[src/core/mmsx_pkg.sv]
/*
  Constants shared by the remote-control command interpreter and its bench.
  Assumes a byte-wide receive/transmit pair below the interpreter.
*/
package mmsx_pkg;
  // ****************************************************************
  // Message framing
  // ****************************************************************
  localparam logic [7:0] SOX        = 8'hF0;
  localparam logic [7:0] EOX        = 8'hF7;
  localparam logic [7:0] RT_MIN     = 8'hF8;
  localparam logic [7:0] BCAST_ADDR = 8'h7F;
  localparam int         HDR_LAST   = 6;

  // ****************************************************************
  // Message types
  // ****************************************************************
  localparam logic [7:0] TY_REQ_IFACE = 8'h10;
  localparam logic [7:0] TY_REQ_METER = 8'h11;
  localparam logic [7:0] TY_REQ_MIC   = 8'h40;
  localparam logic [7:0] TY_SET_IFACE = 8'h20;
  localparam logic [7:0] TY_SET_MIC   = 8'h22;
  localparam logic [7:0] TY_RSP_IFACE = 8'h30;
  localparam logic [7:0] TY_RSP_METER = 8'h31;
  localparam logic [7:0] TY_RSP_MIC   = 8'h32;

  // ****************************************************************
  // Parameter space
  // ****************************************************************
  localparam int         N_CH       = 8;
  localparam int         N_PARAMS   = 29;
  localparam int         N_SETTABLE = 18;
  localparam int         N_STATUS   = 6;
  localparam logic [6:0] GAIN_LAST  = 7'h0F;
  localparam logic [6:0] GAIN_MAX   = 7'h3F;
  localparam logic [6:0] PARAM_RST  = 7'h00;
  localparam logic [6:0] PEAK_RST   = 7'h00;

  typedef enum logic [1:0] {RK_IFACE, RK_METER, RK_MIC} mmsx_kind_t;
endpackage

[src/core/mmsx_param_mem.sv]
/*
  Small store of settable parameter bytes with a registered read port.
  Assumes a single clock; one write and one read per cycle.
*/
`timescale 1ns/1ps
module mmsx_param_mem #(
  parameter int DEPTH = 18,
  parameter int WIDTH = 7,
  parameter int AW    = 5
) (
  input  wire logic             clk,
  input  wire logic             rst_n,
  input  wire logic             wr_en,
  input  wire logic [AW-1:0]    wr_addr,
  input  wire logic [WIDTH-1:0] wr_data,
  input  wire logic [AW-1:0]    rd_addr,
  output logic      [WIDTH-1:0] rd_data
);
  logic [WIDTH-1:0] mem_r [DEPTH];

  // Reset keeps the first dump after power-up defined
  always_ff @(posedge clk or negedge rst_n) begin
    if (!rst_n) begin
      for (int i = 0; i < DEPTH; i++) begin
        mem_r[i] <= '0;
      end
    end else if (wr_en && (int'(wr_addr) < DEPTH)) begin
      mem_r[wr_addr] <= wr_data;
    end
  end

  always_ff @(posedge clk or negedge rst_n) begin
    if (!rst_n) begin
      rd_data <= '0;
    end else if (int'(rd_addr) < DEPTH) begin
      rd_data <= mem_r[rd_addr];
    end else begin
      rd_data <= '0;
    end
  end
endmodule

[src/core/mmsx_remote.sv]
/*
  System exclusive remote-control interpreter: parses incoming messages, applies
  parameter writes, forwards microphone commands and answers dump requests.
  Assumes a byte receiver giving rx_valid pulses and a transmitter taking bytes on
  tx_valid && tx_ready; mic_rd_data answers mic_rd_ch/mic_rd_idx in the same cycle.
*/
// Notes on behaviour
// - Frame: F0, maker, model, address, type, body, F7
// - Address low nibble device, high nibble bank
// - Address 7Fh accepted by every device
// - 10h interface, 11h meters, 40h-47h microphone requests
// - Type 20h applies each number/value pair whose number is below 18 and, for a gain, whose value is 0..63
// - Type 22h carries four-byte microphone command groups
// - Interface request answered by one 30h dump
// - Microphone request answered by one 32h dump
// - Meter reply 31h: eight bytes, channel one first
// - Meter request sends only the meter reply
// - Peaks held until sent, then cleared
// - Gain accepts 0..63 only
`timescale 1ns/1ps
module mmsx_remote #(
  parameter logic [23:0] MAKER_ID = 24'h00_11_22, // Arbitrary value
  parameter logic [7:0]  MODEL_ID = 8'h5A,        // Arbitrary value
  parameter int          MIC_LEN  = 16
) (
  input  wire logic        clk,
  input  wire logic        rst_n,
  input  wire logic [7:0]  rx_data,
  input  wire logic        rx_valid,
  input  wire logic        tx_ready,
  input  wire logic [2:0]  cfg_bank,
  input  wire logic [2:0]  cfg_dev_id,
  input  wire logic [55:0] meter_level,
  input  wire logic        meter_valid,
  input  wire logic [41:0] status_bytes,
  input  wire logic [7:0]  mic_rd_data,
  output logic      [7:0]  tx_data,
  output logic             tx_valid,
  output logic             par_wr_valid,
  output logic      [6:0]  par_wr_num,
  output logic      [6:0]  par_wr_val,
  output logic             mic_cmd_valid,
  output logic      [27:0] mic_cmd_word,
  output logic      [2:0]  mic_rd_ch,
  output logic      [7:0]  mic_rd_idx
);
  // ****************************************************************
  // Receive parser
  // ****************************************************************
  typedef enum logic [2:0] {P_IDLE, P_MAKER, P_MODEL, P_ADDR, P_TYPE, P_REQ, P_BODY, P_SKIP} mmsx_pst_t;
  typedef enum logic [2:0] {T_IDLE, T_HDR, T_FETCH, T_LOAD, T_EOX} mmsx_tst_t;

  mmsx_pst_t            p_state_r;
  mmsx_tst_t            t_state_r;
  logic [1:0]           cnt_r;
  logic                 body_mic_r;
  mmsx_pkg::mmsx_kind_t req_kind_r;
  logic [2:0]           req_ch_r;
  logic [6:0]           nn_r;
  logic [20:0]          grp_r;
  mmsx_pkg::mmsx_kind_t tx_kind_r;
  logic [7:0]           pos_r;
  logic [6:0]           peak_r [mmsx_pkg::N_CH];
  logic [6:0]           mem_rd;

  wire [7:0] own_addr   = {1'b0, cfg_bank, 1'b0, cfg_dev_id};
  wire       addr_ok    = (rx_data == mmsx_pkg::BCAST_ADDR) || (rx_data == own_addr);
  wire       rt_byte    = rx_data >= mmsx_pkg::RT_MIN;
  wire       data_byte  = rx_valid && !rx_data[7];
  wire       eox_in     = rx_valid && (rx_data == mmsx_pkg::EOX);
  wire [7:0] maker_byte = (cnt_r == 2'd0) ? MAKER_ID[23:16] : (cnt_r == 2'd1) ? MAKER_ID[15:8] : MAKER_ID[7:0];
  wire       tx_idle    = t_state_r == T_IDLE;
  // A request arriving while a reply is still going out is dropped
  wire       req_go     = (p_state_r == P_REQ) && eox_in && tx_idle;
  wire       is_gain    = (nn_r <= mmsx_pkg::GAIN_LAST) && !nn_r[0];
  wire       set_ok     = (int'(nn_r) < mmsx_pkg::N_SETTABLE) && (!is_gain || rx_data[6:0] <= mmsx_pkg::GAIN_MAX);
  wire       set_apply  = (p_state_r == P_BODY) && !body_mic_r && data_byte && cnt_r[0] && set_ok;
  wire       mic_apply  = (p_state_r == P_BODY) && body_mic_r && data_byte && (cnt_r == 2'd3);
  wire       is_req_mic = rx_data[7:3] == mmsx_pkg::TY_REQ_MIC[7:3];

  mmsx_pst_t p_state_nxt;
  always_comb begin
    p_state_nxt = p_state_r;
    if (rx_valid && !rt_byte) begin
      if (rx_data == mmsx_pkg::SOX) begin
        p_state_nxt = P_MAKER;
      end else if (rx_data[7]) begin
        p_state_nxt = P_IDLE;
      end else begin
        case (p_state_r)
          P_MAKER: begin
            if (rx_data != maker_byte) begin
              p_state_nxt = P_SKIP;
            end else if (cnt_r == 2'd2) begin
              p_state_nxt = P_MODEL;
            end
          end
          P_MODEL: p_state_nxt = (rx_data == MODEL_ID) ? P_ADDR : P_SKIP;
          P_ADDR:  p_state_nxt = addr_ok ? P_TYPE : P_SKIP;
          P_TYPE: begin
            if (rx_data == mmsx_pkg::TY_REQ_IFACE || rx_data == mmsx_pkg::TY_REQ_METER || is_req_mic) begin
              p_state_nxt = P_REQ;
            end else if (rx_data == mmsx_pkg::TY_SET_IFACE || rx_data == mmsx_pkg::TY_SET_MIC) begin
              p_state_nxt = P_BODY;
            end else begin
              p_state_nxt = P_SKIP;
            end
          end
          P_REQ:   p_state_nxt = P_SKIP;
          default: p_state_nxt = p_state_r;
        endcase
      end
    end
  end

  always_ff @(posedge clk or negedge rst_n) begin
    if (!rst_n) begin
      p_state_r <= P_IDLE;
    end else begin
      p_state_r <= p_state_nxt;
    end
  end

  // Byte counter walks the maker code and the body groups
  always_ff @(posedge clk or negedge rst_n) begin
    if (!rst_n) begin
      cnt_r <= 2'd0;
    end else if (rx_valid && rx_data == mmsx_pkg::SOX) begin
      cnt_r <= 2'd0;
    end else if (data_byte && (p_state_r == P_MAKER || p_state_r == P_BODY)) begin
      cnt_r <= (p_state_r == P_BODY && !body_mic_r) ? {1'b0, ~cnt_r[0]} : cnt_r + 2'd1;
    end else if (p_state_r == P_TYPE) begin
      cnt_r <= 2'd0;
    end
  end

  always_ff @(posedge clk or negedge rst_n) begin
    if (!rst_n) begin
      body_mic_r <= 1'b0;
      req_kind_r <= mmsx_pkg::RK_IFACE;
      req_ch_r   <= 3'd0;
    end else if (p_state_r == P_TYPE && data_byte) begin
      body_mic_r <= rx_data == mmsx_pkg::TY_SET_MIC;
      req_kind_r <= is_req_mic ? mmsx_pkg::RK_MIC :
                    (rx_data == mmsx_pkg::TY_REQ_METER) ? mmsx_pkg::RK_METER : mmsx_pkg::RK_IFACE;
      req_ch_r   <= rx_data[2:0];
    end
  end

  always_ff @(posedge clk or negedge rst_n) begin
    if (!rst_n) begin
      nn_r  <= 7'h00;
      grp_r <= 21'h00000;
    end else if (p_state_r == P_BODY && data_byte) begin
      nn_r  <= rx_data[6:0];
      grp_r <= {grp_r[13:0], rx_data[6:0]};
    end
  end

  // ****************************************************************
  // Parameter and microphone command outputs
  // ****************************************************************
  always_ff @(posedge clk or negedge rst_n) begin
    if (!rst_n) begin
      par_wr_valid  <= 1'b0;
      par_wr_num    <= 7'h00;
      par_wr_val    <= mmsx_pkg::PARAM_RST;
      mic_cmd_valid <= 1'b0;
      mic_cmd_word  <= 28'h0000000;
    end else begin
      par_wr_valid  <= set_apply;
      mic_cmd_valid <= mic_apply;
      if (set_apply) begin
        par_wr_num <= nn_r;
        par_wr_val <= rx_data[6:0];
      end
      if (mic_apply) begin
        mic_cmd_word <= {grp_r, rx_data[6:0]};
      end
    end
  end

  wire [6:0] pay_idx = pos_r[6:0];
  mmsx_param_mem #(.DEPTH(mmsx_pkg::N_SETTABLE), .WIDTH(7), .AW(5)) u_mem (
    .clk     (clk),
    .rst_n   (rst_n),
    .wr_en   (set_apply),
    .wr_addr (nn_r[4:0]),
    .wr_data (rx_data[6:0]),
    .rd_addr (pay_idx[4:0]),
    .rd_data (mem_rd)
  );

  // ****************************************************************
  // Peak hold
  // ****************************************************************
  wire       slot_free = !tx_valid || tx_ready;
  wire       pay_load  = (t_state_r == T_LOAD) && slot_free;
  genvar ch;
  generate
    for (ch = 0; ch < mmsx_pkg::N_CH; ch++) begin : g_peak
      wire [6:0] lvl = meter_level[ch*7 +: 7];
      wire       clr = pay_load && (tx_kind_r == mmsx_pkg::RK_METER) && (pos_r == 8'(ch));
      // A level that lands in the clearing cycle starts the next hold
      always_ff @(posedge clk or negedge rst_n) begin
        if (!rst_n) begin
          peak_r[ch] <= mmsx_pkg::PEAK_RST;
        end else if (clr) begin
          peak_r[ch] <= meter_valid ? lvl : mmsx_pkg::PEAK_RST;
        end else if (meter_valid && lvl > peak_r[ch]) begin
          peak_r[ch] <= lvl;
        end
      end
    end
  endgenerate

  // ****************************************************************
  // Reply transmitter
  // ****************************************************************
  wire [7:0] pay_last  = (tx_kind_r == mmsx_pkg::RK_METER) ? 8'(mmsx_pkg::N_CH - 1) :
                         (tx_kind_r == mmsx_pkg::RK_MIC)   ? 8'(MIC_LEN - 1) : 8'(mmsx_pkg::N_PARAMS - 1);
  wire [7:0] rsp_type  = (tx_kind_r == mmsx_pkg::RK_METER) ? mmsx_pkg::TY_RSP_METER :
                         (tx_kind_r == mmsx_pkg::RK_MIC)   ? mmsx_pkg::TY_RSP_MIC : mmsx_pkg::TY_RSP_IFACE;
  wire [2:0] hdr_pos   = pos_r[2:0];
  wire [7:0] hdr_byte  = (hdr_pos == 3'd0) ? mmsx_pkg::SOX : (hdr_pos == 3'd1) ? MAKER_ID[23:16] :
                         (hdr_pos == 3'd2) ? MAKER_ID[15:8] : (hdr_pos == 3'd3) ? MAKER_ID[7:0] :
                         (hdr_pos == 3'd4) ? MODEL_ID : (hdr_pos == 3'd5) ? own_addr : rsp_type;
  wire [6:0] stat_idx  = pay_idx - 7'(mmsx_pkg::N_SETTABLE);
  wire [6:0] stat_byte = (int'(stat_idx) < mmsx_pkg::N_STATUS) ? status_bytes[stat_idx[2:0]*7 +: 7] : 7'h00;
  wire [6:0] if_byte   = (int'(pay_idx) < mmsx_pkg::N_SETTABLE) ? mem_rd : stat_byte;
  // Bit 7 forced low: a payload byte must never pass for a status byte
  wire [7:0] pay_byte  = (tx_kind_r == mmsx_pkg::RK_METER) ? {1'b0, peak_r[pos_r[2:0]]} :
                         (tx_kind_r == mmsx_pkg::RK_MIC) ? {1'b0, mic_rd_data[6:0]} : {1'b0, if_byte};

  always_ff @(posedge clk or negedge rst_n) begin
    if (!rst_n) begin
      t_state_r <= T_IDLE;
      pos_r     <= 8'h00;
      tx_kind_r <= mmsx_pkg::RK_IFACE;
    end else begin
      case (t_state_r)
        T_IDLE: begin
          pos_r <= 8'h00;
          if (req_go) begin
            t_state_r <= T_HDR;
            tx_kind_r <= req_kind_r;
          end
        end
        T_HDR: begin
          if (slot_free) begin
            pos_r     <= (pos_r == 8'(mmsx_pkg::HDR_LAST)) ? 8'h00 : pos_r + 8'h01;
            t_state_r <= (pos_r == 8'(mmsx_pkg::HDR_LAST)) ? T_FETCH : T_HDR;
          end
        end
        // Fetch gives the registered store read one cycle to settle
        T_FETCH: t_state_r <= T_LOAD;
        T_LOAD: begin
          if (slot_free) begin
            pos_r     <= pos_r + 8'h01;
            t_state_r <= (pos_r == pay_last) ? T_EOX : T_FETCH;
          end
        end
        T_EOX:   t_state_r <= slot_free ? T_IDLE : T_EOX;
        default: t_state_r <= T_IDLE;
      endcase
    end
  end

  always_ff @(posedge clk or negedge rst_n) begin
    if (!rst_n) begin
      tx_valid   <= 1'b0;
      tx_data    <= 8'h00;
      mic_rd_ch  <= 3'd0;
      mic_rd_idx <= 8'h00;
    end else begin
      if (req_go) begin
        mic_rd_ch <= req_ch_r;
      end
      if (t_state_r == T_FETCH) begin
        mic_rd_idx <= pos_r;
      end
      if (slot_free && (t_state_r == T_HDR || t_state_r == T_LOAD || t_state_r == T_EOX)) begin
        tx_valid <= 1'b1;
        tx_data  <= (t_state_r == T_HDR) ? hdr_byte : (t_state_r == T_LOAD) ? pay_byte : mmsx_pkg::EOX;
      end else if (tx_ready) begin
        tx_valid <= 1'b0;
      end
    end
  end

  // ****************************************************************
  // Assertions
  // ****************************************************************
  property p_sox_first;
    @(posedge clk) disable iff (!rst_n)
      (t_state_r == T_HDR && pos_r == 8'h00 && slot_free) |=> (tx_valid && tx_data == mmsx_pkg::SOX);
  endproperty
  a_sox_first: assert property (p_sox_first) else $error("Reply did not open with F0");

  property p_own_addr;
    @(posedge clk) disable iff (!rst_n)
      (p_state_r == P_ADDR && rx_valid && rx_data == own_addr) |=> (p_state_r == P_TYPE);
  endproperty
  a_own_addr: assert property (p_own_addr) else $error("Own address not accepted");

  property p_bcast;
    @(posedge clk) disable iff (!rst_n)
      (p_state_r == P_ADDR && rx_valid && rx_data == mmsx_pkg::BCAST_ADDR) |=> (p_state_r == P_TYPE);
  endproperty
  a_bcast: assert property (p_bcast) else $error("Broadcast address not accepted");

  property p_foreign;
    @(posedge clk) disable iff (!rst_n)
      (p_state_r == P_ADDR && data_byte && !addr_ok) |=> (p_state_r == P_SKIP) ##1 (tx_idle || !$rose(!tx_idle));
  endproperty
  a_foreign: assert property (p_foreign) else $error("Foreign address not discarded");

  property p_iface_reply;
    @(posedge clk) disable iff (!rst_n)
      (req_go && req_kind_r == mmsx_pkg::RK_IFACE) |=> (t_state_r == T_HDR && tx_kind_r == mmsx_pkg::RK_IFACE);
  endproperty
  a_iface_reply: assert property (p_iface_reply) else $error("Interface request not answered");

  property p_set_pair;
    @(posedge clk) disable iff (!rst_n)
      (p_state_r == P_BODY && !body_mic_r && data_byte && cnt_r == 2'd1 && int'(nn_r) < mmsx_pkg::N_SETTABLE
       && rx_data[6:0] <= mmsx_pkg::GAIN_MAX) |=> (par_wr_valid && par_wr_val == $past(rx_data[6:0]));
  endproperty
  a_set_pair: assert property (p_set_pair) else $error("Parameter pair not applied");

  property p_gain_range;
    @(posedge clk) disable iff (!rst_n)
      (par_wr_valid && par_wr_num <= mmsx_pkg::GAIN_LAST && !par_wr_num[0]) |-> (par_wr_val <= mmsx_pkg::GAIN_MAX);
  endproperty
  a_gain_range: assert property (p_gain_range) else $error("Gain write above 63");

  property p_mic_group;
    @(posedge clk) disable iff (!rst_n)
      mic_apply |=> (mic_cmd_valid && mic_cmd_word == {$past(grp_r), $past(rx_data[6:0])});
  endproperty
  a_mic_group: assert property (p_mic_group) else $error("Microphone group not forwarded");

  property p_mic_byte;
    @(posedge clk) disable iff (!rst_n)
      (pay_load && tx_kind_r == mmsx_pkg::RK_MIC) |=> (tx_valid && tx_data == {1'b0, $past(mic_rd_data[6:0])});
  endproperty
  a_mic_byte: assert property (p_mic_byte) else $error("Microphone byte not sent as data byte");

  property p_meter_len;
    @(posedge clk) disable iff (!rst_n)
      (pay_load && tx_kind_r == mmsx_pkg::RK_METER && pos_r == 8'h07) |=> (t_state_r == T_EOX);
  endproperty
  a_meter_len: assert property (p_meter_len) else $error("Meter reply not eight bytes");

  property p_peak_clear;
    @(posedge clk) disable iff (!rst_n)
      (pay_load && tx_kind_r == mmsx_pkg::RK_METER && pos_r == 8'h00 && !meter_valid)
        |=> (peak_r[0] == mmsx_pkg::PEAK_RST);
  endproperty
  a_peak_clear: assert property (p_peak_clear) else $error("Peak not cleared after send");

  c_meter_reply: cover property (@(posedge clk) disable iff (!rst_n)
                                 (t_state_r == T_EOX && tx_kind_r == mmsx_pkg::RK_METER));
  c_mic_reply:   cover property (@(posedge clk) disable iff (!rst_n)
                                 (t_state_r == T_EOX && tx_kind_r == mmsx_pkg::RK_MIC));
  c_set_write:   cover property (@(posedge clk) disable iff (!rst_n) par_wr_valid);
  c_mic_cmd:     cover property (@(posedge clk) disable iff (!rst_n) mic_cmd_valid);
endmodule

[config.mk]
export PLATFORM = sky130hd
export DESIGN_NAME = mmsx_remote
export DESIGN_NICKNAME = d
export VERILOG_FILES = /design/src/core/mmsx_pkg.sv /design/src/core/mmsx_param_mem.sv /design/src/core/mmsx_remote.sv
export SDC_FILE = /design/constraint.sdc
export NUM_CORES = 1
export LEC_CHECK = 0
export BUFFER_PORTS_ARGS = -buffer_cell sky130_fd_sc_hd__buf_2
export CAP_MARGIN = 30
export CORE_ASPECT_RATIO = 0.7
export CORE_UTILIZATION = 35
export DETAILED_ROUTE_END_ITERATION = 12
export GPL_TIMING_DRIVEN = 0
export PLACE_DENSITY = 0.58
export SYNTH_ARGS = -nofsm -noshare
export SYNTH_HDL_FRONTEND = slang
export SYNTH_SLANG_ARGS = --single-unit
[constraint.sdc]
create_clock -name clk -period 9.03 [get_ports clk]
set_input_delay 0.4515 -clock clk [delete_from_list [all_inputs] [get_ports clk]]
set_output_delay 0.4515 -clock clk [all_outputs]
set_load 0.01 [all_outputs]
[Yosys cells after proc, flatten, opt, wreduce, memory -nomap -nowiden]
Cells that the tools add are included.
Word-level totals
  flip-flop bits (word level): 305
  logic and storage cells: 272
Operators by class
  add/sub/neg operators: 3
  multiply operators: 1
  magnitude comparators: 20
  equal/unequal tests: 43
  shift operators: 1
  mux-type cells: 80
  bitwise gates (word level): 4
  reduce and logical (&&, ||, !) cells: 74
Operator list (number)
  2-to-1 mux 7 bit: 39
  bitwise mux 126 bit: 1
  greater-than comparator 7 bit: 8
  2-to-1 mux 8 bit: 6
  indexed part select 42 x 7 -> 7 bit: 1
  logical AND 1 bit: 39
  binary-select mux 7 bit (select 5 bit): 1
  demux 7 bit (select 5 bit): 1
  == test 8 x 3 -> 1 bit, second input constant: 4
  2-to-1 mux 3 bit: 10
  one-hot mux 3 bit (5 select lines): 2
  one-hot mux 8 bit (3 select lines): 1
  binary-select mux 7 bit (select 3 bit): 1
  2-to-1 mux 2 bit: 10
  == test 3 x 2 -> 1 bit, second input constant: 6
  == test 3 bit, second input constant: 6
  nonzero test 2 bit: 9
  == test 8 x 2 -> 1 bit, second input constant: 2
  == test 8 x 5 -> 1 bit, second input constant: 2
  == test 8 x 6 -> 1 bit, second input constant: 2
  == test 8 x 7 -> 1 bit, second input constant: 2
  == test 8 bit, second input constant: 2
  < comparator 7 x 5 -> 1 bit, second input constant: 2
  greater-or-equal comparator 6 bit, second input constant: 2
  other kinds (37): 67

[Depth between registers and ports, before layout]
Gate-level depths: netlist (run 1).
  depth after elaboration: 10
  depth in mapped cells: 11

[Modules after synthesis]
Synthesis (run 1) repeated with hierarchy kept, for this count alone.
Unflattened totals
  cells, all modules: 1352
  area, all modules: 16215.6 µm²
By module, submodules not included
  mmsx_remote: instances 1, cells an instance 939, area each 10022.1 µm², sequential area each 4129.0 µm²
  mmsx_param_mem: instances 1, cells an instance 413, area each 6193.4 µm², sequential area each 3328.2 µm²

[Least setup slack after synthesis (run 1)]
OpenSTA, ideal clock, no wires.
  kind: register -> register
  start: reg pos_r[1]
  end: reg tx_data[6]
  setup time: 0.082 ns
  data arrival time: 2.991 ns
  setup slack: 5.958 ns
  cell stages (with the launch flop): 11
  clock period less this slack: 3.072 ns
  cell sequence: dfrtp_1 -> buf_2 -> buf_1 -> inv_1 -> ha_1 -> nor2b_1 -> or4b_4 -> a2111oi_4 -> a221o_1 -> o211ai_1 -> a31oi_1
On the way
  longest elaborated chain between the ends: 9
RTL lines
  start: declaration: line mmsx_remote.sv:62  | logic [7:0] pos_r;
  start signal: assignment: line mmsx_remote.sv:251  | pos_r <= (pos_r == 8'(mmsx_pkg::HDR_LAST)) ? 8'h00 : pos_r + 8'h01;
  start signal: assignment: line mmsx_remote.sv:259  | pos_r <= pos_r + 8'h01;
  subtractor 7 x 5 -> 7 bit: line mmsx_remote.sv:228  | wire [6:0] stat_idx = pay_idx - 7'(mmsx_pkg::N_SETTABLE);
  multiplier 3 x 3 -> 6 bit: line mmsx_remote.sv:229  | wire [6:0] stat_byte = (int'(stat_idx) < mmsx_pkg::N_STATUS) ? status_bytes[stat_idx[2:0]*7 +: 7] : 7'h00;
  indexed part select 42 x 7 -> 7 bit: line mmsx_remote.sv:229
  2-to-1 mux 7 bit: line mmsx_remote.sv:229
  2-to-1 mux 7 bit: line mmsx_remote.sv:230  | wire [6:0] if_byte = (int'(pay_idx) < mmsx_pkg::N_SETTABLE) ? mem_rd : stat_byte;
  2-to-1 mux 7 bit: line mmsx_remote.sv:233  | (tx_kind_r == mmsx_pkg::RK_MIC) ? {1'b0, mic_rd_data[6:0]} : {1'b0, if_byte};
  2-to-1 mux 7 bit: line mmsx_remote.sv:232  | wire [7:0] pay_byte = (tx_kind_r == mmsx_pkg::RK_METER) ? {1'b0, peak_r[pos_r[2:0]]} :
  2-to-1 mux 8 bit: line mmsx_remote.sv:284  | tx_data <= (t_state_r == T_HDR) ? hdr_byte : (t_state_r == T_LOAD) ? pay_byte : mmsx_pkg::EOX;
  2-to-1 mux 8 bit *: line mmsx_remote.sv:284
  end signal: assignment: line mmsx_remote.sv:284
  end: declaration: line mmsx_remote.sv:37  | output logic [7:0] tx_data,
Mark *: on every way between the ends. The rest lies on a longest branch, timed or not. The select of a mux whose other input is x is not followed.
A chain may end at the register's enable or synchronous reset.

[Worst setup path in the final report (run 1)]
Same ends and word-level chain as after synthesis.

==> results of run 1 <==
-- critical path: stages (launching register included) --
cell and delay, ns:
dfrtp_1 0.54, buf_2 0.36, buf_1 0.57, inv_1 0.40
ha_1 0.39, buf_1 0.66, mux4_2 0.41, nand2_1 0.08
o21ai_0 0.20, a221o_1 0.47, o211ai_1 0.12, a31oi_1 0.10
-- synth_stat cells (4+ instances only) --
cell type  count  area share
o21a_1         6      0.0029
buf_1          6      0.0014
nor3_1        19      0.0060
nand2b_1      12      0.0048
o211ai_1       6      0.0029
a2bb2oi_1      6      0.0033
nor2_1        47       0.011
o22ai_1        8      0.0032
nand2_1       51       0.012
nor2b_1       21      0.0083
a22o_1        42       0.023
a21oi_1       38       0.012
nor3b_1       11      0.0052
dfrtp_1      298        0.47
inv_1         71       0.017
nor3b_4        4      0.0048
o31ai_1       15      0.0072
nor4_1         4      0.0016
a211oi_1       4      0.0019
and2_1         8      0.0032
mux2_2       210        0.15
a22oi_1        8      0.0038
buf_2         24      0.0076
mux4_2        45       0.064
nand3_1       23      0.0073
o21ai_1        4      0.0013
a32o_1        14      0.0089
nand4_1       11      0.0044
o21ai_0       39       0.012
ha_1          71       0.056
and3_1        12      0.0048
clkbuf_1      42       0.010
xor2_1         7      0.0039
a21o_1         7      0.0033
a2111oi_0      5      0.0028
mux2i_1       22       0.014
a31oi_1        8      0.0032
-- registers in the layout, indices dropped and copies added (netlist names) --
register	count
req_ch_r	3
t_state_r	3
tx_kind_r	2
req_kind_r	2
mic_cmd_word	28
cnt_r	2
u_mem.rd_data	7
p_state_r	3
mic_cmd_valid	1
peak_r	56
mic_rd_idx	8
u_mem.mem_r	126
par_wr_num	7
body_mic_r	1
tx_valid	1
par_wr_valid	1
grp_r	15
pos_r	8
tx_data	8
nn_r	6
par_wr_val	7
mic_rd_ch	3
-- power by group through the flow --
| stage | Combinational, mW | Clock (mW) | Sequential, mW |
|---|---|---|---|
| after CTS | 1.01 | 1.34 | 1.74 |
| after detailed placement | 1.00 | 0 | 1.76 |
| after global routing | 1.13 | 1.39 | 1.77 |
| after floorplan | 0.700 | 0 | 1.70 |
| after global placement | 0.979 | 0 | 1.76 |
| final | 1.01 | 1.31 | 1.75 |
-- what timing repair did --
action	CTS	global route
resized for setup	0	0
hold endpoints to repair	50	0
hold buffers	1	0
-- layout make-up --
class                      count  area share
tap                          594     0.04006
multi-input combinational    838      0.4132
antenna                        3   0.0004046
clock inverter                13    0.007485
sequential                   298      0.4019
timing repair buffer         187     0.05489
clock buffer                  45     0.04842
inverter                      73     0.01477
buffer                        78     0.01888
-- kinds of logic after synthesis --
family | after synthesis
buffers and inverters | 151
AND/OR/NAND/NOR | 248
XOR/XNOR | 9
adder cells (fa/ha/maj) | 71
multiplexers | 280
flip-flops | 298
AO/OA/AOI/OAI | 230
-- metal layers --
layer	GRT usage	share of wire
met1	0.2981	0.48
met4	0.04671	0.024
met3	0.03990	0.068
met5	0	0
met2	0.3010	0.43
-- path summary, 6_finish.rpt --
| kind | cells after the start | slack [ns] | end | startpoint |
|---|---|---|---|---|
| setup / recovery | 11 | 4.56 | tx_data[6] | pos_r[1] |
| setup reg to reg | 11 | 4.56 | tx_data[6] | pos_r[1] |
| min in group asynchronous | 2 | 0.35 | peak_r[50] | rst_n |
| max in group asynchronous | 4 | 7.44 | u_mem.mem_r[92] | rst_n |
| hold reg to reg | 1 | 0.49 | u_mem.mem_r[83] | u_mem.mem_r[83] |
| hold / removal | 2 | 0.1 | peak_r[30] | meter_level[23] |
-- cells in the final DEF (no fill, tap or decap), types with 7 or more instances in the layout --
master,instances
a22oi_1,8
clkbuf_1,49
a21o_1,7
nor2b_1,21
xor2_1,7
nand2_1,51
nand4_1,11
inv_1,71
o22ai_1,8
mux2_2,210
a31oi_1,8
o31ai_1,15
a21oi_1,38
dfrtp_1,298
and2_1,8
nor3_1,19
mux4_2,45
o21ai_0,39
nor2_1,47
and3_1,12
a32o_1,14
clkbuf_16,31
buf_2,206
nand2b_1,12
a22o_1,42
ha_1,71
mux2i_1,22
clkbuf_8,7
clkinv_2,7
nand3_1,23
nor3b_1,11
-- through the flow --
stage	std cells	hold slack (ns)	instance area, µm²
6_report	2129	0.09781	18550
4_1_cts	2126	0.07879	18550
5_1_grt	2127	0.09460	18550
2_1_floorplan	1287	0.1559	15750
3_5_place_dp	2067	0.3903	17500
3_3_place_gp	2064	0.4632	17410
==> impl_metrics.ini, run 1 <==
[final_layout]
fin_util = 0.4213
drive_gt1_frac = 0.3505
regArea_um2 = 7457
areaGrowthSynthToFinish_pct = 17.82
final_net_count = 1703
fill_cells = 4170
multi_input_area_um2 = 7666

[placed_design]
dp_slack_ns = 4.518
numPortBuffers = 183
hpwl_um = 34250
place_congestion = 0.9362

[route]
wire_per_inst_um = 21.75
dr.pass1.iters = 5
drc = 0
antenna_left = 0
routed-via-count = 11570
vias_per_cell = 5.435
drt_iter0_markers = 891
totalWireLength_um = 46310

[job]
cap_violations = 0

[clock_tree]
cts_tree = built
clock_latency_ns = 0.59
htreeDepth = 1
root_buffer = clkbuf_16
clk_path_buf_depth = 3
cts_setup_buffers = 0
cts.reportedPaths.clkPinSlew_ns = 0.06
clock-sinks = 298
cts_buffers = 31

[synth]
synthesis.nets = 1483
synth_fa_ha_area_frac = 0.05641
yosysWarnings = 0
synth_ff_type = dfrtp_1
async_reset_ff_frac = 1.000
synth.distinct_cells = 75
synth_xor_area_frac = 0.005006
synth_seq_area_share = 0.4735
synth_compound_area_frac = 0.1050
syn_area_um2 = 15750
synth_edf_count = 0
syn_avg_cell_area_um2 = 12.24
synth-seq-cells = 298
synth_top_family_by_area = multiplexers
synthSimpleGateAreaFrac = 0.08970
netlist_instances = 1287
synthMuxAreaShare = 0.2307

[power_and_ir_drop]
switching_share = 0.3174
p_total_mw = 4.067
p_seq_frac = 0.429
power.switching_mw = 1.291
comb_power_share = 0.249
intPower_mw = 2.776
p_per_area_nw_per_um2 = 219.2
p_leak_nw = 8.838
irDropWorstVdd_v = 0.0001518
p_clk_frac = 0.322

[global_routing]
grt_pass1_vias = 11580
antenna_found_initial = 3
grt_first_pass_wirelength_um = 71030
grt_max_degree = 86
grt_overflow = 0
grt_use_total = 0.2011

[floorplan]
ioPinCount = 189
core_area_um2 = 44040
chipWidth_um = 255.5
rows = 64
die_y_um = 179.5
die_area_um2 = 45860
start_util = 0.3576

[sta]
max_freq_mhz = 223.6
rsz0062_at_grt = no
finalHoldViolCount = 0
finalMaxSlewViolations = 0
worst_slack_ns = 4.558
tightest_slew_ns = 0.9871
clock-skew-final_ns = 0.01235
finalSetupViolCount = 0
setup-tns-final_ns = 0
max_slew_margin = 0.3379
min_period_ns = 4.472
timing.final.crit_share = 0.4952

[setup_path]
path_max_fanout = 10
start_kind = flop
crit_type = reg2reg
required_ns = 9.49
cp.arrival_ns = 4.93
cp-end-kind = flop

[min_path]
holdCritPathClass = in2reg

[status]
outcome = completed
(Power assumes the default switching activity.)
==> inputs of run 2 (changes only) <==
- PLACE_DENSITY: 0.58 -> 0.59
- clock period: 9.03 -> 3.8 ns (I/O delays scaled with it)
==> run 2 against run 1 <==
  * Power rose by 140%
  * Design area up 3.3%
  * Combinational power increased by 140%
  * Worst hold slack got worse by 0.065 ns
  * Fmax is 25% higher
  * Global-route usage grew 0.29 points
  * Clock skew rose by 0.017 ns
  * Flip-flop and latch count stayed put
  * Setup slack got worse by 4.3 ns
  * Count of clock-buffer cells in the layout did not move
  * Final cell count increased by 2.5%
==> impl_metrics.ini, run 2 (same netlist as run 1, synthesis figures left out) <==
[final_layout]
drive_gt1_frac = 0.3386
multi_input_area_um2 = 7666
regArea_um2 = 7458
final_common_cell = dfrtp_1
top_register = u_mem.mem_r
top_regs = u_mem.mem_r (126), peak_r (56), mic_cmd_word (28)
areaGrowthSynthToFinish_pct = 21.65
final_net_count = 1760
largest_reg_flops = 126
fill_cells = 4106
fin_util = 0.4350
final_cell_mix = dfrtp_1, mux2_2, buf_2

[route]
drt_iter0_markers = 998
totalWireLength_um = 46730
dr.pass1.iters = 5
antenna_left = 0
routed-via-count = 11860
wl_met3_um = 3848
wl_met1_um = 21650
vias_per_cell = 5.433
routed.top_layer = met4
drc = 0
routed-wl-met2_um = 20250
wire_per_inst_um = 21.40

[sta]
rsz0062_at_grt = no
clock-skew-final_ns = 0.02938
max_slew_margin = 0.3577
timing.final.crit_share = 0.9396
finalSetupViolCount = 0
tightest_slew_ns = 0.9553
finalMaxSlewViolations = 0
finalHoldViolCount = 0
max_freq_mhz = 280.1
min_period_ns = 3.570

[clock_tree]
cts_setup_buffers = 0
htreeDepth = 2
cts_buffers = 34
cts_tree = built
clk_path_buf_depth = 3
cts.reportedPaths.clkPinSlew_ns = 0.06
clock_latency_ns = 0.54
root_buffer = clkbuf_16
clock-sinks = 298

[floorplan]
ioPinCount = 189
die_area_um2 = 45860
chipWidth_um = 255.5
core_area_um2 = 44040
die_y_um = 179.5
start_util = 0.3576
rows = 64

[power_and_ir_drop]
switching_share = 0.3147
comb_power_share = 0.247
intPower_mw = 6.801
p_clk_frac = 0.334
p_seq_frac = 0.419
power.switching_mw = 3.123
p_leak_nw = 9.090
irDropWorstVdd_v = 0.0003210
p_total_mw = 9.925
p_per_area_nw_per_um2 = 518.1

[setup_path]
crit_slowest_cell = or4b_4
cp-end-kind = flop
cp.arrival_ns = 4.01
start_kind = flop
path_max_fanout = 10
cp_slowest_stage_delay_ns = 0.53
critPathTopFamily = compound AO/OA/AOI/OAI gates
required_ns = 4.24
crit_type = reg2reg
worst-path-buf-inv = 3
cp_cell_sequence = clkbuf_4 > buf_2 > inv_1 > ha_1 > nor2b_1 > or4b_4 > a2111oi_4 > a221o_1 > o211ai_1 > a31oi_1

[global_routing]
grt_first_pass_wirelength_um = 72630
antenna_found_initial = 3
grt_max_degree = 115
grt_use_total = 0.2040
grt_pass1_vias = 11920
grt_overflow = 0

[min_path]
holdCritPathClass = in2reg

[status]
outcome = completed

[job]
cap_violations = 0

[placed_design]
numPortBuffers = 183
place_congestion = 0.9237
hpwl_um = 34180
[run 2: per-layer routing]
layer | vias up | global-route usage
li1 | 5320 | -
met1 | 6103 | 0.2922
met2 | 376 | 0.2990
met3 | 62 | 0.06317
met4 | 0 | 0.04934
met5 | - | 0
[run 2: area by class of cell]
| cell class | count | area share |
|---|---|---|
| Buffer | 77 | 0.01829 |
| Timing Repair Buffer | 242 | 0.08099 |
| Multi-Input combinational cell | 838 | 0.4002 |
| Clock buffer | 45 | 0.04872 |
| Inverter | 73 | 0.01430 |
| Clock inverter | 13 | 0.009013 |
| Tap cell | 594 | 0.03880 |
| Antenna cell | 3 | 0.0003919 |
| Sequential cell | 298 | 0.3893 |
[run 2: repair_timing]
action                     CTS  global route
cloned                       0             0
setup endpoints to repair    7             5
resized for setup            1             2
hold endpoints to repair   130             0
hold buffers                57             0
pin swaps                    0             0
[run 2: final timing paths]
path / slack [ns] / cells past startpoint / start / endpoint
setup / recovery: 0.23 / 10 / pos_r[1] / tx_data[6]
hold / removal: 0.03 / 4 / tx_ready / t_state_r[2]
setup reg to reg: 0.23 / 10 / pos_r[1] / tx_data[6]
hold reg to reg: 0.48 / 2 / req_kind_r[0] / req_kind_r[0]
max in group asynchronous: 2.10 / 4 / rst_n / peak_r[41]
min in group asynchronous: 0.21 / 2 / rst_n / par_wr_num[5]
[run 2: through the flow]
step	cell area, µm²	setup TNS [ns]	std cells	hold WS, ns	setup WS (ns)
4_1_cts	19150	0	2180	0.01485	0.04926
6_report	19160	0	2183	0.03253	0.2296
3_3_place_gp	17410	-932.73	2064	0.4265	-3.156
3_5_place_dp	17470	-1.799	2066	0.1962	-0.4670
5_1_grt	19150	0	2182	0.04899	0.04367
2_1_floorplan	15750	0	1287	-0.1056	0.7275
[run 2: power groups by stage]
stage                     combinational, mW  sequential (mW)  clock, mW
after floorplan                        1.66             4.03          0
after global placement                 2.31             4.19          0
after detailed placement               2.38             4.20          0
after CTS                              2.44             4.15       3.38
after global routing                   2.72             4.23       3.50
final                                  2.45             4.16       3.31
[run 2: tightest hold or removal path: cells and delay by family]
kind / cells / cell delay (ns)
buffers and inverters: 1 / 0.08
AO/OA/AOI/OAI: 1 / 0.08
AND/OR/NAND/NOR: 2 / 0.15
==> inputs of run 3 (changes only) <==
- HOLD_SLACK_MARGIN: not set -> 0.1
==> run 3 against run 2 <==
  * Sequential power barely moved
  * Register-to-register slack lost 0.03 ns
  * Via count increased by 0.39%
  * Wire length increased by 0.16%
  * Clock skew increased by 0.0020 ns
  * Die area stayed put
  * Combinational power barely moved
  * Critical endpoint unchanged
  * Largest cell class unchanged
  * Highest routed layer unchanged
==> impl_metrics.ini, run 3 (same netlist as run 1, synthesis figures left out) <==
[min_path]
hold_end = cnt_r[0]
min_from = rx_valid
holdCritPathClass = in2reg
hold_path_depth = 4

[global_routing]
antenna_found_initial = 0
grt_use_total = 0.2042
grt_max_degree = 115
grt_overflow = 0
grt_first_pass_wirelength_um = 73040
grt_pass1_vias = 11960

[placed_design]
placed_cell_area_um2 = 17470
numPortBuffers = 183
dp_cells = 2066
hpwl_um = 34180
place_congestion = 0.9237

[floorplan]
core_area_um2 = 44040
rows = 64
start_util = 0.3576
chipWidth_um = 255.5
ioPinCount = 189
die_y_um = 179.5
die_area_um2 = 45860

[setup_path]
start_kind = flop
cp-end-kind = flop
path_max_fanout = 10
worst-r2r-cell-count = 10
cp.arrival_ns = 4.04
required_ns = 4.24
reg2reg_slack_ns = 0.20
crit_type = reg2reg
crit-reg2reg-launch = pos_r[1]
r2r-end = tx_data[6]

[final_layout]
fill_cells = 4109
top_regs = u_mem.mem_r (126), peak_r (56), mic_cmd_word (28)
final_cell_mix = dfrtp_1, mux2_2, buf_2
final_common_cell = dfrtp_1
final_net_count = 1767
largest_reg_flops = 126
areaGrowthSynthToFinish_pct = 22.05
finalNonFillerCells = 2187
top_register = u_mem.mem_r
final_cell_area_um2 = 19220
drive_gt1_frac = 0.3371
diodes = 0

[sta]
rsz0062_at_grt = no
finalSetupViolCount = 0
clock-skew-final_ns = 0.03140
max_slew_margin = 0.3556
hold_slack_ns = 0.1356
timing.final.crit_share = 0.9481
finalHoldViolCount = 0
min_period_ns = 3.603
max_freq_mhz = 277.6
tightest_slew_ns = 0.9585
setup-tns-final_ns = 0
finalMaxSlewViolations = 0

[clock_tree]
cts_tree = built
cts.reportedPaths.clkPinSlew_ns = 0.06
clock_latency_ns = 0.54
cts_buffers = 34
clk_path_buf_depth = 3
clock-sinks = 298
root_buffer = clkbuf_16
htreeDepth = 2

[route]
dr.pass1.iters = 5
drc = 0
routed-via-count = 11910
drt_iter0_markers = 1021
vias_per_cell = 5.444
antenna_left = 0
wire_per_inst_um = 21.40
totalWireLength_um = 46800

[job]
cap_violations = 0

[status]
outcome = completed

[power_and_ir_drop]
p_leak_nw = 9.119
p_total_mw = 9.924
irDropWorstVdd_v = 0.0003229
p_per_area_nw_per_um2 = 516.3
run 3: cell type report:
class	count	area [µm²]	share of cell area
multi-input cells	838	7666	0.3989
flip-flops and latches	298	7458	0.3881
repair buffers	249	1622	0.08437
clock buffers	45	933.4	0.04856
well taps	594	743.2	0.03867
plain buffers	77	350.3	0.01823
inverters	73	274.0	0.01426
clock inverters	13	172.7	0.008984
run 3: how the worst max path moves through the flow:
stage	startpoint	endpoint	depth (start not counted)
floorplan	pos_r[1]	tx_data[6]	10
global placement	rst_n	peak_r[50]	1
detailed placement	pos_r[1]	tx_data[6]	11
CTS	pos_r[1]	tx_data[6]	10
global route	pos_r[1]	tx_data[6]	10
finish	pos_r[1]	tx_data[6]	10
run 3: metrics by stage:
| stage | worst slack [ns] | utilization |
|---|---|---|
| finish | 0.1971 | 0.4364 |
| global route | 0.06342 | 0.4364 |
| CTS | 0.04926 | 0.4363 |
| detailed placement | -0.4670 | 0.3967 |
| global placement | -3.156 | 0.3952 |
| floorplan | 0.7275 | - |
run 3: routing by layer:
metal / GRT usage / share of wire / routed length (µm) / up-vias
met2: 0.3051 / 0.44 / 20610 / 404
li1: - / - / - / 5336
met5: 0 / 0 / 0 / -
met3: 0.05034 / 0.073 / 3421 / 49
met1: 0.3009 / 0.47 / 22160 / 6118
met4: 0.03665 / 0.013 / 607 / 0
run 3: repair_timing:
action | 4_1_cts | 5_1_grt
hold buffers | 64 | 0
buffers inserted | 0 | 0
resized for setup | 1 | 2
cloned | 0 | 0
endpoints found under the hold margin | 138 | 0
setup endpoints to repair | 7 | 5
run 3: critical path: stages (launching register included):
cell	delay (ns)
dfrtp_2	0.48
clkbuf_4	0.29
buf_2	0.32
inv_1	0.28
ha_1	0.32
nor2b_1	0.15
or4b_4	0.53
a2111oi_4	0.52
a221o_1	0.34
o211ai_1	0.12
a31oi_1	0.17
run 3: where the power goes:
| part | total [mW] | leakage [nW] | internal (mW) | switching, mW |
|---|---|---|---|---|
| logic | 2.46 | 4.57 | 1.17 | 1.28 |
| registers | 4.15 | 4.01 | 3.69 | 0.468 |
| clock network | 3.31 | 0.540 | 1.95 | 1.37 |
| total | 9.92 | 9.12 | 6.80 | 3.12 |
